$ cat src/shared/ccs_pkg.sv
package ccs_pkg;
  localparam int unsigned CCS_NUM_CMP = 3;
  localparam int unsigned CCS_AW = 4;
  // register offsets (word index on the plain port)
  localparam logic [3:0] CCS_OFF_CMP1 = 4'h0;
  localparam logic [3:0] CCS_OFF_CMP2 = 4'h1;
  localparam logic [3:0] CCS_OFF_CMP3 = 4'h2;
  localparam logic [3:0] CCS_OFF_STAT = 4'h3;
  localparam logic [3:0] CCS_OFF_REF = 4'h4;
  localparam logic [3:0] CCS_OFF_IFLG = 4'h5;
  localparam logic [3:0] CCS_OFF_IMSK = 4'h6;
  // comparator control fields
  localparam int unsigned CCS_CC_EN = 15;
  localparam int unsigned CCS_CC_OE = 14;
  localparam int unsigned CCS_CC_POL = 13;
  localparam int unsigned CCS_CC_EVT = 9;
  localparam int unsigned CCS_CC_OUT = 8;
  localparam int unsigned CCS_CC_EVP = 6;
  localparam int unsigned CCS_CC_REF = 4;
  localparam int unsigned CCS_CC_CH = 0;
  localparam logic [15:0] CCS_CC_WMASK = 16'hE2D3;
  // status fields
  localparam int unsigned CCS_ST_IDL = 15;
  localparam int unsigned CCS_ST_EVT = 8;
  localparam int unsigned CCS_ST_OUT = 0;
  // reference ladder fields
  localparam int unsigned CCS_RF_PIN = 10;
  localparam int unsigned CCS_RF_BGS = 8;
  localparam int unsigned CCS_RF_PWR = 7;
  localparam int unsigned CCS_RF_OE = 6;
  localparam int unsigned CCS_RF_SS = 5;
  localparam int unsigned CCS_RF_LVL = 0;
  localparam logic [15:0] CCS_RF_WMASK = 16'h07FF;
  localparam logic [15:0] CCS_RST = 16'h0000;
  localparam int unsigned CCS_LEVELS = 32;
  // inverting input selections
  localparam logic [1:0] CCS_CH_B = 2'h0;
  localparam logic [1:0] CCS_CH_C = 2'h1;
  localparam logic [1:0] CCS_CH_D = 2'h2;
  localparam logic [1:0] CCS_CH_INT = 2'h3;
  // event polarity codes
  localparam logic [1:0] CCS_EV_OFF = 2'h0;
  localparam logic [1:0] CCS_EV_RISE = 2'h1;
  localparam logic [1:0] CCS_EV_FALL = 2'h2;
  localparam logic [1:0] CCS_EV_ANY = 2'h3;
  // band gap source codes
  localparam logic [1:0] CCS_BG_FULL = 2'h0;
  localparam logic [1:0] CCS_BG_HALF = 2'h1;
  localparam logic [1:0] CCS_BG_RSVD = 2'h2;
  localparam logic [1:0] CCS_BG_PIN = 2'h3;
  typedef enum logic [1:0] {CCS_INV_B, CCS_INV_C, CCS_INV_D, CCS_INV_INT} ccs_inv_e;
  typedef enum logic [1:0] {CCS_NI_PIN_A, CCS_NI_LADDER, CCS_NI_REF_PIN} ccs_ni_e;
  typedef enum logic [1:0] {CCS_RS_BANDGAP, CCS_RS_HALF, CCS_RS_REF_PIN, CCS_RS_NONE} ccs_rs_e;
endpackage

$ cat src/logic/ccs_cmp_slice.sv
`timescale 1ns/1ps
module ccs_cmp_slice
  import ccs_pkg::*;
(
  input wire logic clock_i,
  input wire logic rst_b_i,
  input wire logic wr_i,
  input wire logic [15:0] wdata_i,
  input wire logic raw_out_i,
  input wire logic idle_stop_i,
  output logic [15:0] ctrl_o,
  output logic run_o,
  output logic event_o
);
  logic [15:0] ctrl_ff;
  logic evt_ff;
  logic out_ff;
  logic prev_ff;
  logic pol_out;
  logic hit;
  logic [1:0] evp;

  assign evp = ctrl_ff[CCS_CC_EVP +: 2];
  assign run_o = ctrl_ff[CCS_CC_EN] & ~idle_stop_i;
  assign pol_out = raw_out_i ^ ctrl_ff[CCS_CC_POL];

  // polarity codes act on the raw output, so inversion does not swap the direction
  always_comb
  begin
    hit = 1'b0;
    case (evp)
      CCS_EV_ANY: hit = pol_out != prev_ff;
      CCS_EV_RISE: hit = (pol_out != prev_ff) & raw_out_i;
      CCS_EV_FALL: hit = (pol_out != prev_ff) & ~raw_out_i;
      default: hit = 1'b0;
    endcase
  end

  always_ff @(posedge clock_i or negedge rst_b_i)
  begin
    if (!rst_b_i)
    begin
      ctrl_ff <= CCS_RST;
    end
    else if (wr_i)
    begin
      ctrl_ff <= wdata_i & CCS_CC_WMASK;
    end
  end

  always_ff @(posedge clock_i or negedge rst_b_i)
  begin
    if (!rst_b_i)
    begin
      out_ff <= 1'b0;
      prev_ff <= 1'b0;
    end
    else if (run_o)
    begin
      out_ff <= pol_out;
      prev_ff <= pol_out;
    end
  end

  // hardware set beats a software clear in the same cycle
  always_ff @(posedge clock_i or negedge rst_b_i)
  begin
    if (!rst_b_i)
    begin
      evt_ff <= 1'b0;
    end
    else if (run_o && !evt_ff && hit)
    begin
      evt_ff <= 1'b1;
    end
    else if (wr_i)
    begin
      evt_ff <= wdata_i[CCS_CC_EVT];
    end
  end

  assign event_o = run_o & ~evt_ff & hit;

  always_comb
  begin
    ctrl_o = ctrl_ff;
    ctrl_o[CCS_CC_EVT] = evt_ff;
    ctrl_o[CCS_CC_OUT] = out_ff;
  end
endmodule

$ cat src/logic/ccs_regs.sv
// Local design decisions: the address map and the strobed register port.
`timescale 1ns/1ps
// Behaviour
// reference bit picks ladder or pin A
// channel code picks B, C, D or internal
// idle-stop bit halts comparators in idle
// status bits 10:8 mirror event flags
// status bits 2:0 mirror comparator outputs
// five-bit code gives 32 ladder levels
// bit 5 picks external or supply span
// bit 10 feeds reference pin or ladder
// band gap code: full, half, reserved, pin
// bit 7 powers the ladder
// bit 6 drives ladder onto its pin while bit 7 powers it
// set event flag blocks further events
// polarity field picks event direction
// read-only and unused bits ignore writes
module ccs_regs
  import ccs_pkg::*;
(
  input wire logic clock_i,
  input wire logic rst_b_i,
  input wire logic [CCS_AW-1:0] addr_i,
  input wire logic [15:0] wdata_i,
  input wire logic wr_i,
  input wire logic rd_i,
  output logic [15:0] rdata_o,
  input wire logic idle_i,
  input wire logic [2:0] cmp_raw_i,
  output logic [2:0] cmp_run_o,
  output logic [2:0] cmp_pin_oe_o,
  output logic [2:0] cmp_trig_o,
  output logic [1:0] ni_sel_o [3],
  output logic [1:0] inv_sel_o [3],
  output logic [1:0] int_ref_sel_o,
  output logic [4:0] ladder_level_code_o,
  output logic ladder_source_select_o,
  output logic ladder_power_enable_o,
  output logic ladder_pin_output_enable_o,
  output logic irq_o
);
  logic [15:0] ref_ff;
  logic module_idle_stop_ff;
  logic [2:0] iflag_ff;
  logic [2:0] imask_ff;
  logic [15:0] rdata_ff;
  logic [15:0] ctrl [3];
  logic [2:0] cmp_wr;
  logic [2:0] evt;
  logic [15:0] stat;
  logic [15:0] nxt_rdata;

  genvar gi;
  generate
    for (gi = 0; gi < CCS_NUM_CMP; gi++)
    begin : g_cmp
      assign cmp_wr[gi] = wr_i && (addr_i == CCS_OFF_CMP1 + 4'(gi));
      ccs_cmp_slice u_slice (
        .clock_i(clock_i),
        .rst_b_i(rst_b_i),
        .wr_i(cmp_wr[gi]),
        .wdata_i(wdata_i),
        .raw_out_i(cmp_raw_i[gi]),
        .idle_stop_i(module_idle_stop_ff & idle_i),
        .ctrl_o(ctrl[gi]),
        .run_o(cmp_run_o[gi]),
        .event_o(evt[gi])
      );
      assign cmp_pin_oe_o[gi] = ctrl[gi][CCS_CC_OE] & cmp_run_o[gi];
      // non-inverting source
      always_comb
      begin
        if (!ctrl[gi][CCS_CC_REF])
        begin
          ni_sel_o[gi] = CCS_NI_PIN_A;
        end
        else if (ref_ff[CCS_RF_PIN])
        begin
          ni_sel_o[gi] = CCS_NI_REF_PIN;
        end
        else
        begin
          ni_sel_o[gi] = CCS_NI_LADDER;
        end
      end
      // inverting source, coded B/C/D/internal as in the field
      assign inv_sel_o[gi] = ctrl[gi][CCS_CC_CH +: 2];
    end
  endgenerate

  assign cmp_trig_o = evt;

  // internal selectable reference; reserved code parks the mux
  always_comb
  begin
    case (ref_ff[CCS_RF_BGS +: 2])
      CCS_BG_FULL: int_ref_sel_o = CCS_RS_BANDGAP;
      CCS_BG_HALF: int_ref_sel_o = CCS_RS_HALF;
      CCS_BG_PIN: int_ref_sel_o = CCS_RS_REF_PIN;
      default: int_ref_sel_o = CCS_RS_NONE;
    endcase
  end

  // analog ladder scales level/32 of span; digital side only holds the code
  assign ladder_level_code_o = ref_ff[CCS_RF_LVL +: 5];
  assign ladder_source_select_o = ref_ff[CCS_RF_SS];
  assign ladder_power_enable_o = ref_ff[CCS_RF_PWR];
  assign ladder_pin_output_enable_o = ref_ff[CCS_RF_OE] & ref_ff[CCS_RF_PWR];

  always_ff @(posedge clock_i or negedge rst_b_i)
  begin
    if (!rst_b_i)
    begin
      ref_ff <= CCS_RST;
    end
    else if (wr_i && addr_i == CCS_OFF_REF)
    begin
      ref_ff <= wdata_i & CCS_RF_WMASK;
    end
  end

  always_ff @(posedge clock_i or negedge rst_b_i)
  begin
    if (!rst_b_i)
    begin
      module_idle_stop_ff <= 1'b0;
    end
    else if (wr_i && addr_i == CCS_OFF_STAT)
    begin
      module_idle_stop_ff <= wdata_i[CCS_ST_IDL];
    end
  end

  // sticky interrupt flags, write one to clear, new event wins
  always_ff @(posedge clock_i or negedge rst_b_i)
  begin
    if (!rst_b_i)
    begin
      iflag_ff <= 3'h0;
    end
    else if (wr_i && addr_i == CCS_OFF_IFLG)
    begin
      iflag_ff <= (iflag_ff & ~wdata_i[2:0]) | evt;
    end
    else
    begin
      iflag_ff <= iflag_ff | evt;
    end
  end

  always_ff @(posedge clock_i or negedge rst_b_i)
  begin
    if (!rst_b_i)
    begin
      imask_ff <= 3'h0;
    end
    else if (wr_i && addr_i == CCS_OFF_IMSK)
    begin
      imask_ff <= wdata_i[2:0];
    end
  end

  assign irq_o = |(iflag_ff & imask_ff);

  always_comb
  begin
    stat = 16'h0000;
    stat[CCS_ST_IDL] = module_idle_stop_ff;
    for (int i = 0; i < CCS_NUM_CMP; i++)
    begin
      stat[CCS_ST_EVT + i] = ctrl[i][CCS_CC_EVT];
      stat[CCS_ST_OUT + i] = ctrl[i][CCS_CC_OUT];
    end
  end

  always_comb
  begin
    case (addr_i)
      CCS_OFF_CMP1: nxt_rdata = ctrl[0];
      CCS_OFF_CMP2: nxt_rdata = ctrl[1];
      CCS_OFF_CMP3: nxt_rdata = ctrl[2];
      CCS_OFF_STAT: nxt_rdata = stat;
      CCS_OFF_REF: nxt_rdata = ref_ff;
      CCS_OFF_IFLG: nxt_rdata = {13'h0000, iflag_ff};
      CCS_OFF_IMSK: nxt_rdata = {13'h0000, imask_ff};
      default: nxt_rdata = 16'h0000;
    endcase
  end

  // data stands only in the cycle after the read strobe
  always_ff @(posedge clock_i or negedge rst_b_i)
  begin
    if (!rst_b_i)
    begin
      rdata_ff <= 16'h0000;
    end
    else
    begin
      rdata_ff <= rd_i ? nxt_rdata : 16'h0000;
    end
  end

  assign rdata_o = rdata_ff;
endmodule

$ cat config.mk
export PLATFORM = sky130hd
export DESIGN_NAME = ccs_regs
export DESIGN_NICKNAME = d
export VERILOG_FILES = /design/src/shared/ccs_pkg.sv /design/src/logic/ccs_cmp_slice.sv /design/src/logic/ccs_regs.sv
export SDC_FILE = /design/constraint.sdc
export NUM_CORES = 1
export LEC_CHECK = 0
export BUFFER_PORTS_ARGS = -buffer_cell sky130_fd_sc_hd__buf_4
export CORE_ASPECT_RATIO = 1.1
export CORE_UTILIZATION = 45
export DETAILED_ROUTE_END_ITERATION = 7
export PLACE_DENSITY = 0.77
export SETUP_SLACK_MARGIN = 0.05
export SLEW_MARGIN = 20
export SYNTH_ARGS = -nofsm -noshare
export SYNTH_HDL_FRONTEND = slang
export SYNTH_HIERARCHICAL = 1
export SYNTH_SLANG_ARGS = --single-unit
export TNS_END_PERCENT = 30
$ cat constraint.sdc
create_clock -name clock_i -period 1.31 [get_ports clock_i]
set_input_delay 0.131 -clock clock_i [delete_from_list [all_inputs] [get_ports clock_i]]
set_output_delay 0.131 -clock clock_i [all_outputs]
set_load 0.005 [all_outputs]
==> run summary <==
* 2939 — number of global-route vias before repair
* 0 — Post-synth EDFFs
* negative setup slack — violations in the final reports
* 542 MHz — achievable frequency
* 11.3 um2 — synthesized area divided by synthesized cell count
* 64 — Seq cells post-synth
* 0.842 — weighted congestion at the end of routability-driven global placement
* 0.34 ns — clock latency of the later-clocked register in the worst-skew pair
* 0 — ANT nets after route
* sky130_fd_sc_hd__dfrtp_1 — cell type with the largest total area after synthesis
* 2934 — Vias
* 0.00835 ns — clock skew after layout
* -0.536 ns — final worst setup slack
* 1.18 ns — required time at the worst-slack endpoint
* 73 — count of buffers inserted at the top-level ports
* 88.7 um — Die Wd
* 0 — residual DRC count
* 141% — post-route fraction of the period consumed by the critical path
* 114 — DRT iter0 DRCs
* finished, violations left — result of the run
* 0.00864 mm2 — Total Die Area
* 46.8% — effective utilization at floorplan
* 0 — initial antenna violation count
* 0.0160 ns — worst-case hold slack
* 0.00796 mm2 — placeable core area
* 43.0% — area share of the largest cell type after synthesis
* output pin — crit end category
* 15.0 mm — global-route wire length before repair
* -3.72 ns — Final TNS setup
* yes — CTS tree
* 64 — number of clock sinks
* 0.00372 mm2 — post-synth design cell area
* 1.72 ns — critical path arrival
* 49 — Distinct cells, synth
* 0 — Max Cap Viol
* 0.00468 mm2 — post-place instance area
* 97.4 um — die boundary height
* 2 — buffer levels on the longest clock path
* 4 — total iterations of the first detailed-routing run
* 34 — number of cell rows
* reg -> out — critical path start-end classification
* 17.0 um — WL per Instance
* 43.0% — proportion of synthesized chip area in sequential cells
* 20 — Finish-stage setup viols
* simple AND/OR/NAND/NOR gates — kind of cell adding the most delay to the critical path
* 0.00517 mm2 — finished layout cell area
* 0.07 ns — register clock-pin slew on the reported worst setup and hold paths
* 0 — Max Slew Vio Count
* 6 — Synth Warn #
* 5.21 — vias per cell
* 45 — largest net degree at the start of global routing
* 6.99 mm — post-detailed-placement half-perimeter wirelength
* 1 — worst path buffer plus inverter count
* 49.2% — share of layout cells above drive strength 1
* 76 — count of pins on the block boundary
* 9 — clock buffer count from CTS
* 1.85 ns — Period minus WS final
* in -> reg — worst hold path class
* 5 — critical path depth
* 7 — worst reg-to-reg path cell count
* 330 — Synth Instances
* 9.60 mm — Post-Route WL
* and2_4 -> nand2b_4 -> or3_4 -> nor3_4 -> buf_4 — worst-path cell chain
* yes — unrepaired setup endpoints after global routing
* 38.9% — signed area change from the synthesized netlist to the final layout
* 1490 mW/mm2 — power density over cell area
* 0.39 ns — longest individual stage delay on the worst path
* 2 — Cells on Worst Hold Path
* 3 — CTS HTree Levels
* 0 — final number of hold-violating endpoints
* 65.0% — utilization after layout
* 490 — Net count, final
* sky130_fd_sc_hd__dfrtp_1 (43%), sky130_fd_sc_hd__mux2_1 (10%), sky130_fd_sc_hd__buf_4 (6.3%), sky130_fd_sc_hd__ha_1 (3.7%), sky130_fd_sc_hd__mux2_4 (3.6%) — biggest area contributors in the synthesized netlist
* 23.3% — gr usage total
* 2.51 nW — P_leak
* sky130_fd_sc_hd__or3_4 — Critical-path top delay cell
* 100% — Post-synth ARST share
* 3 — CP max FO
* 0 — diodes inserted
* flip-flop — launching element type of the critical path
* 0 — global route total overflow
* sky130_fd_sc_hd__clkbuf_8 — clock root buffer
* 0.748 mV — Max VDD drop
* sky130_fd_sc_hd__dfrtp_1 — ys flop type
-- through the flow --
stage	worst slack [ns]	power [mW]	std cells
6_report	-0.536	7.70	563
5_1_grt	-0.606	8.09	563
4_1_cts	-0.531	7.56	559
3_5_place_dp	-0.221	5.30	533
3_3_place_gp	-0.167	5.19	533
2_1_floorplan	-0.0330	4.30	345
-- state kept, by name, indices dropped and copies added (netlist names) --
signal	flops
iflag_ff	3
rdata_o	16
g_cmp.u_slice/ctrl_ff	24
imask_ff	3
g_cmp.u_slice/prev_ff	3
ref_ff	11
module_idle_stop_ff	1
g_cmp.u_slice/evt_ff	3
-- worst paths after layout --
path | startpoint | to | slack [ns]
setup reg to reg | g_cmp[1].u_slice/ctrl_ff[7] | iflag_ff[1] | -0.21
min in group asynchronous | rst_b_i | g_cmp[0].u_slice/ctrl_ff[4] | 0.21
hold reg to reg | g_cmp[0].u_slice/ctrl_ff[1] | g_cmp[0].u_slice/ctrl_ff[1] | 0.52
hold / removal | wdata_i[5] | ref_ff[5] | 0.02
setup / recovery | module_idle_stop_ff | cmp_trig_o[2] | -0.54
max in group asynchronous | rst_b_i | g_cmp[1].u_slice/ctrl_ff[15] | 0.58
-- where the power goes --
part	switching, mW	internal [mW]	total, mW	leakage [nW]
Clock	0.741	1.27	2.01	0.122
Sequential	0.431	2.42	2.85	0.802
Combinational	1.13	1.71	2.84	1.59
Total	2.31	5.40	7.70	2.51
-- placed cells by master, fill, tap and decap left out, types with 3 or more instances in the layout --
cell and instances:
sky130_fd_sc_hd__a21oi_2 3, sky130_fd_sc_hd__conb_1 18, sky130_fd_sc_hd__a21o_1 3, sky130_fd_sc_hd__nand2_1 16, sky130_fd_sc_hd__xor2_1 5, sky130_fd_sc_hd__and3b_1 10
sky130_fd_sc_hd__mux2_4 20, sky130_fd_sc_hd__mux2i_1 12, sky130_fd_sc_hd__a2bb2oi_1 3, sky130_fd_sc_hd__o31ai_2 3, sky130_fd_sc_hd__nor2b_1 6, sky130_fd_sc_hd__dfrtp_1 64
sky130_fd_sc_hd__ha_2 6, sky130_fd_sc_hd__mux2_1 23, sky130_fd_sc_hd__xnor2_1 3, sky130_fd_sc_hd__buf_4 123, sky130_fd_sc_hd__a21oi_1 10, sky130_fd_sc_hd__or2_1 3
sky130_fd_sc_hd__and2_1 4, sky130_fd_sc_hd__inv_2 7, sky130_fd_sc_hd__inv_1 4, sky130_fd_sc_hd__clkbuf_8 13, sky130_fd_sc_hd__buf_6 14, sky130_fd_sc_hd__and2_4 7
sky130_fd_sc_hd__o21ai_1 12, sky130_fd_sc_hd__nor3_4 3, sky130_fd_sc_hd__nand4_1 3, sky130_fd_sc_hd__nand2b_4 3, sky130_fd_sc_hd__ha_1 4, sky130_fd_sc_hd__or3_4 3
sky130_fd_sc_hd__nand3b_1 5, sky130_fd_sc_hd__nand3_1 6
-- metal layers --
metal | global-route usage (%) | vias to the layer above | part of all wire (%)
met1 | 29.1 | 1466 | 43
met3 | 4.67 | 20 | 3.9
met4 | 8.93 | 0 | 2.5
met2 | 38.8 | 101 | 51
li1 | - | 1347 | -
met5 | 0 | - | 0
-- area by class of cell --
cell class / count / area, um2
multi-input combinational: 225 / 2040
clock buffer: 13 / 179
tap: 108 / 135
timing repair buffer: 139 / 1110
sequential: 64 / 1600
fill: 616 / 2780
inverter: 12 / 47.5
clock inverter: 2 / 60.1
-- cells in the mapped netlist (4+ instances only) --
library cell / count
sky130_fd_sc_hd__inv_1: 12
sky130_fd_sc_hd__and2_1: 10
sky130_fd_sc_hd__mux2i_1: 12
sky130_fd_sc_hd__nand2b_1: 4
sky130_fd_sc_hd__buf_2: 7
sky130_fd_sc_hd__nor2b_1: 6
sky130_fd_sc_hd__dfrtp_1: 64
sky130_fd_sc_hd__xor2_1: 6
sky130_fd_sc_hd__nand3_1: 6
sky130_fd_sc_hd__ha_1: 11
sky130_fd_sc_hd__buf_6: 4
sky130_fd_sc_hd__nand2_1: 16
sky130_fd_sc_hd__nand3b_1: 5
sky130_fd_sc_hd__mux2_1: 34
sky130_fd_sc_hd__buf_4: 31
sky130_fd_sc_hd__a21oi_1: 14
sky130_fd_sc_hd__mux2_4: 9
sky130_fd_sc_hd__and3b_1: 10
sky130_fd_sc_hd__o21ai_1: 12
-- cells by family (layout without fill, tap and decap cells) --
kind of cell / after synthesis / count (layout) / synth area share, %
adders and majority gates: 11 / 11 / 3.70
other: 3 / 18 / 0.302
xor gates and xnor gates: 9 / 9 / 2.12
AOI/OAI and AO/OA: 45 / 45 / 8.10
muxes: 58 / 58 / 18.7
buffers and inverters: 56 / 166 / 10.1
DFF: 64 / 64 / 43.0
and+or+nand+nor: 84 / 84 / 14.0
-- what timing repair did --
item	4_1_cts	5_1_grt
pin swaps	14	6
setup buffers	10	6
setup endpoints to repair	26	29
hold buffers	1	0
resized for setup	29	15
hold endpoints to repair	56	0
Power figures use the tool's default switching activity.
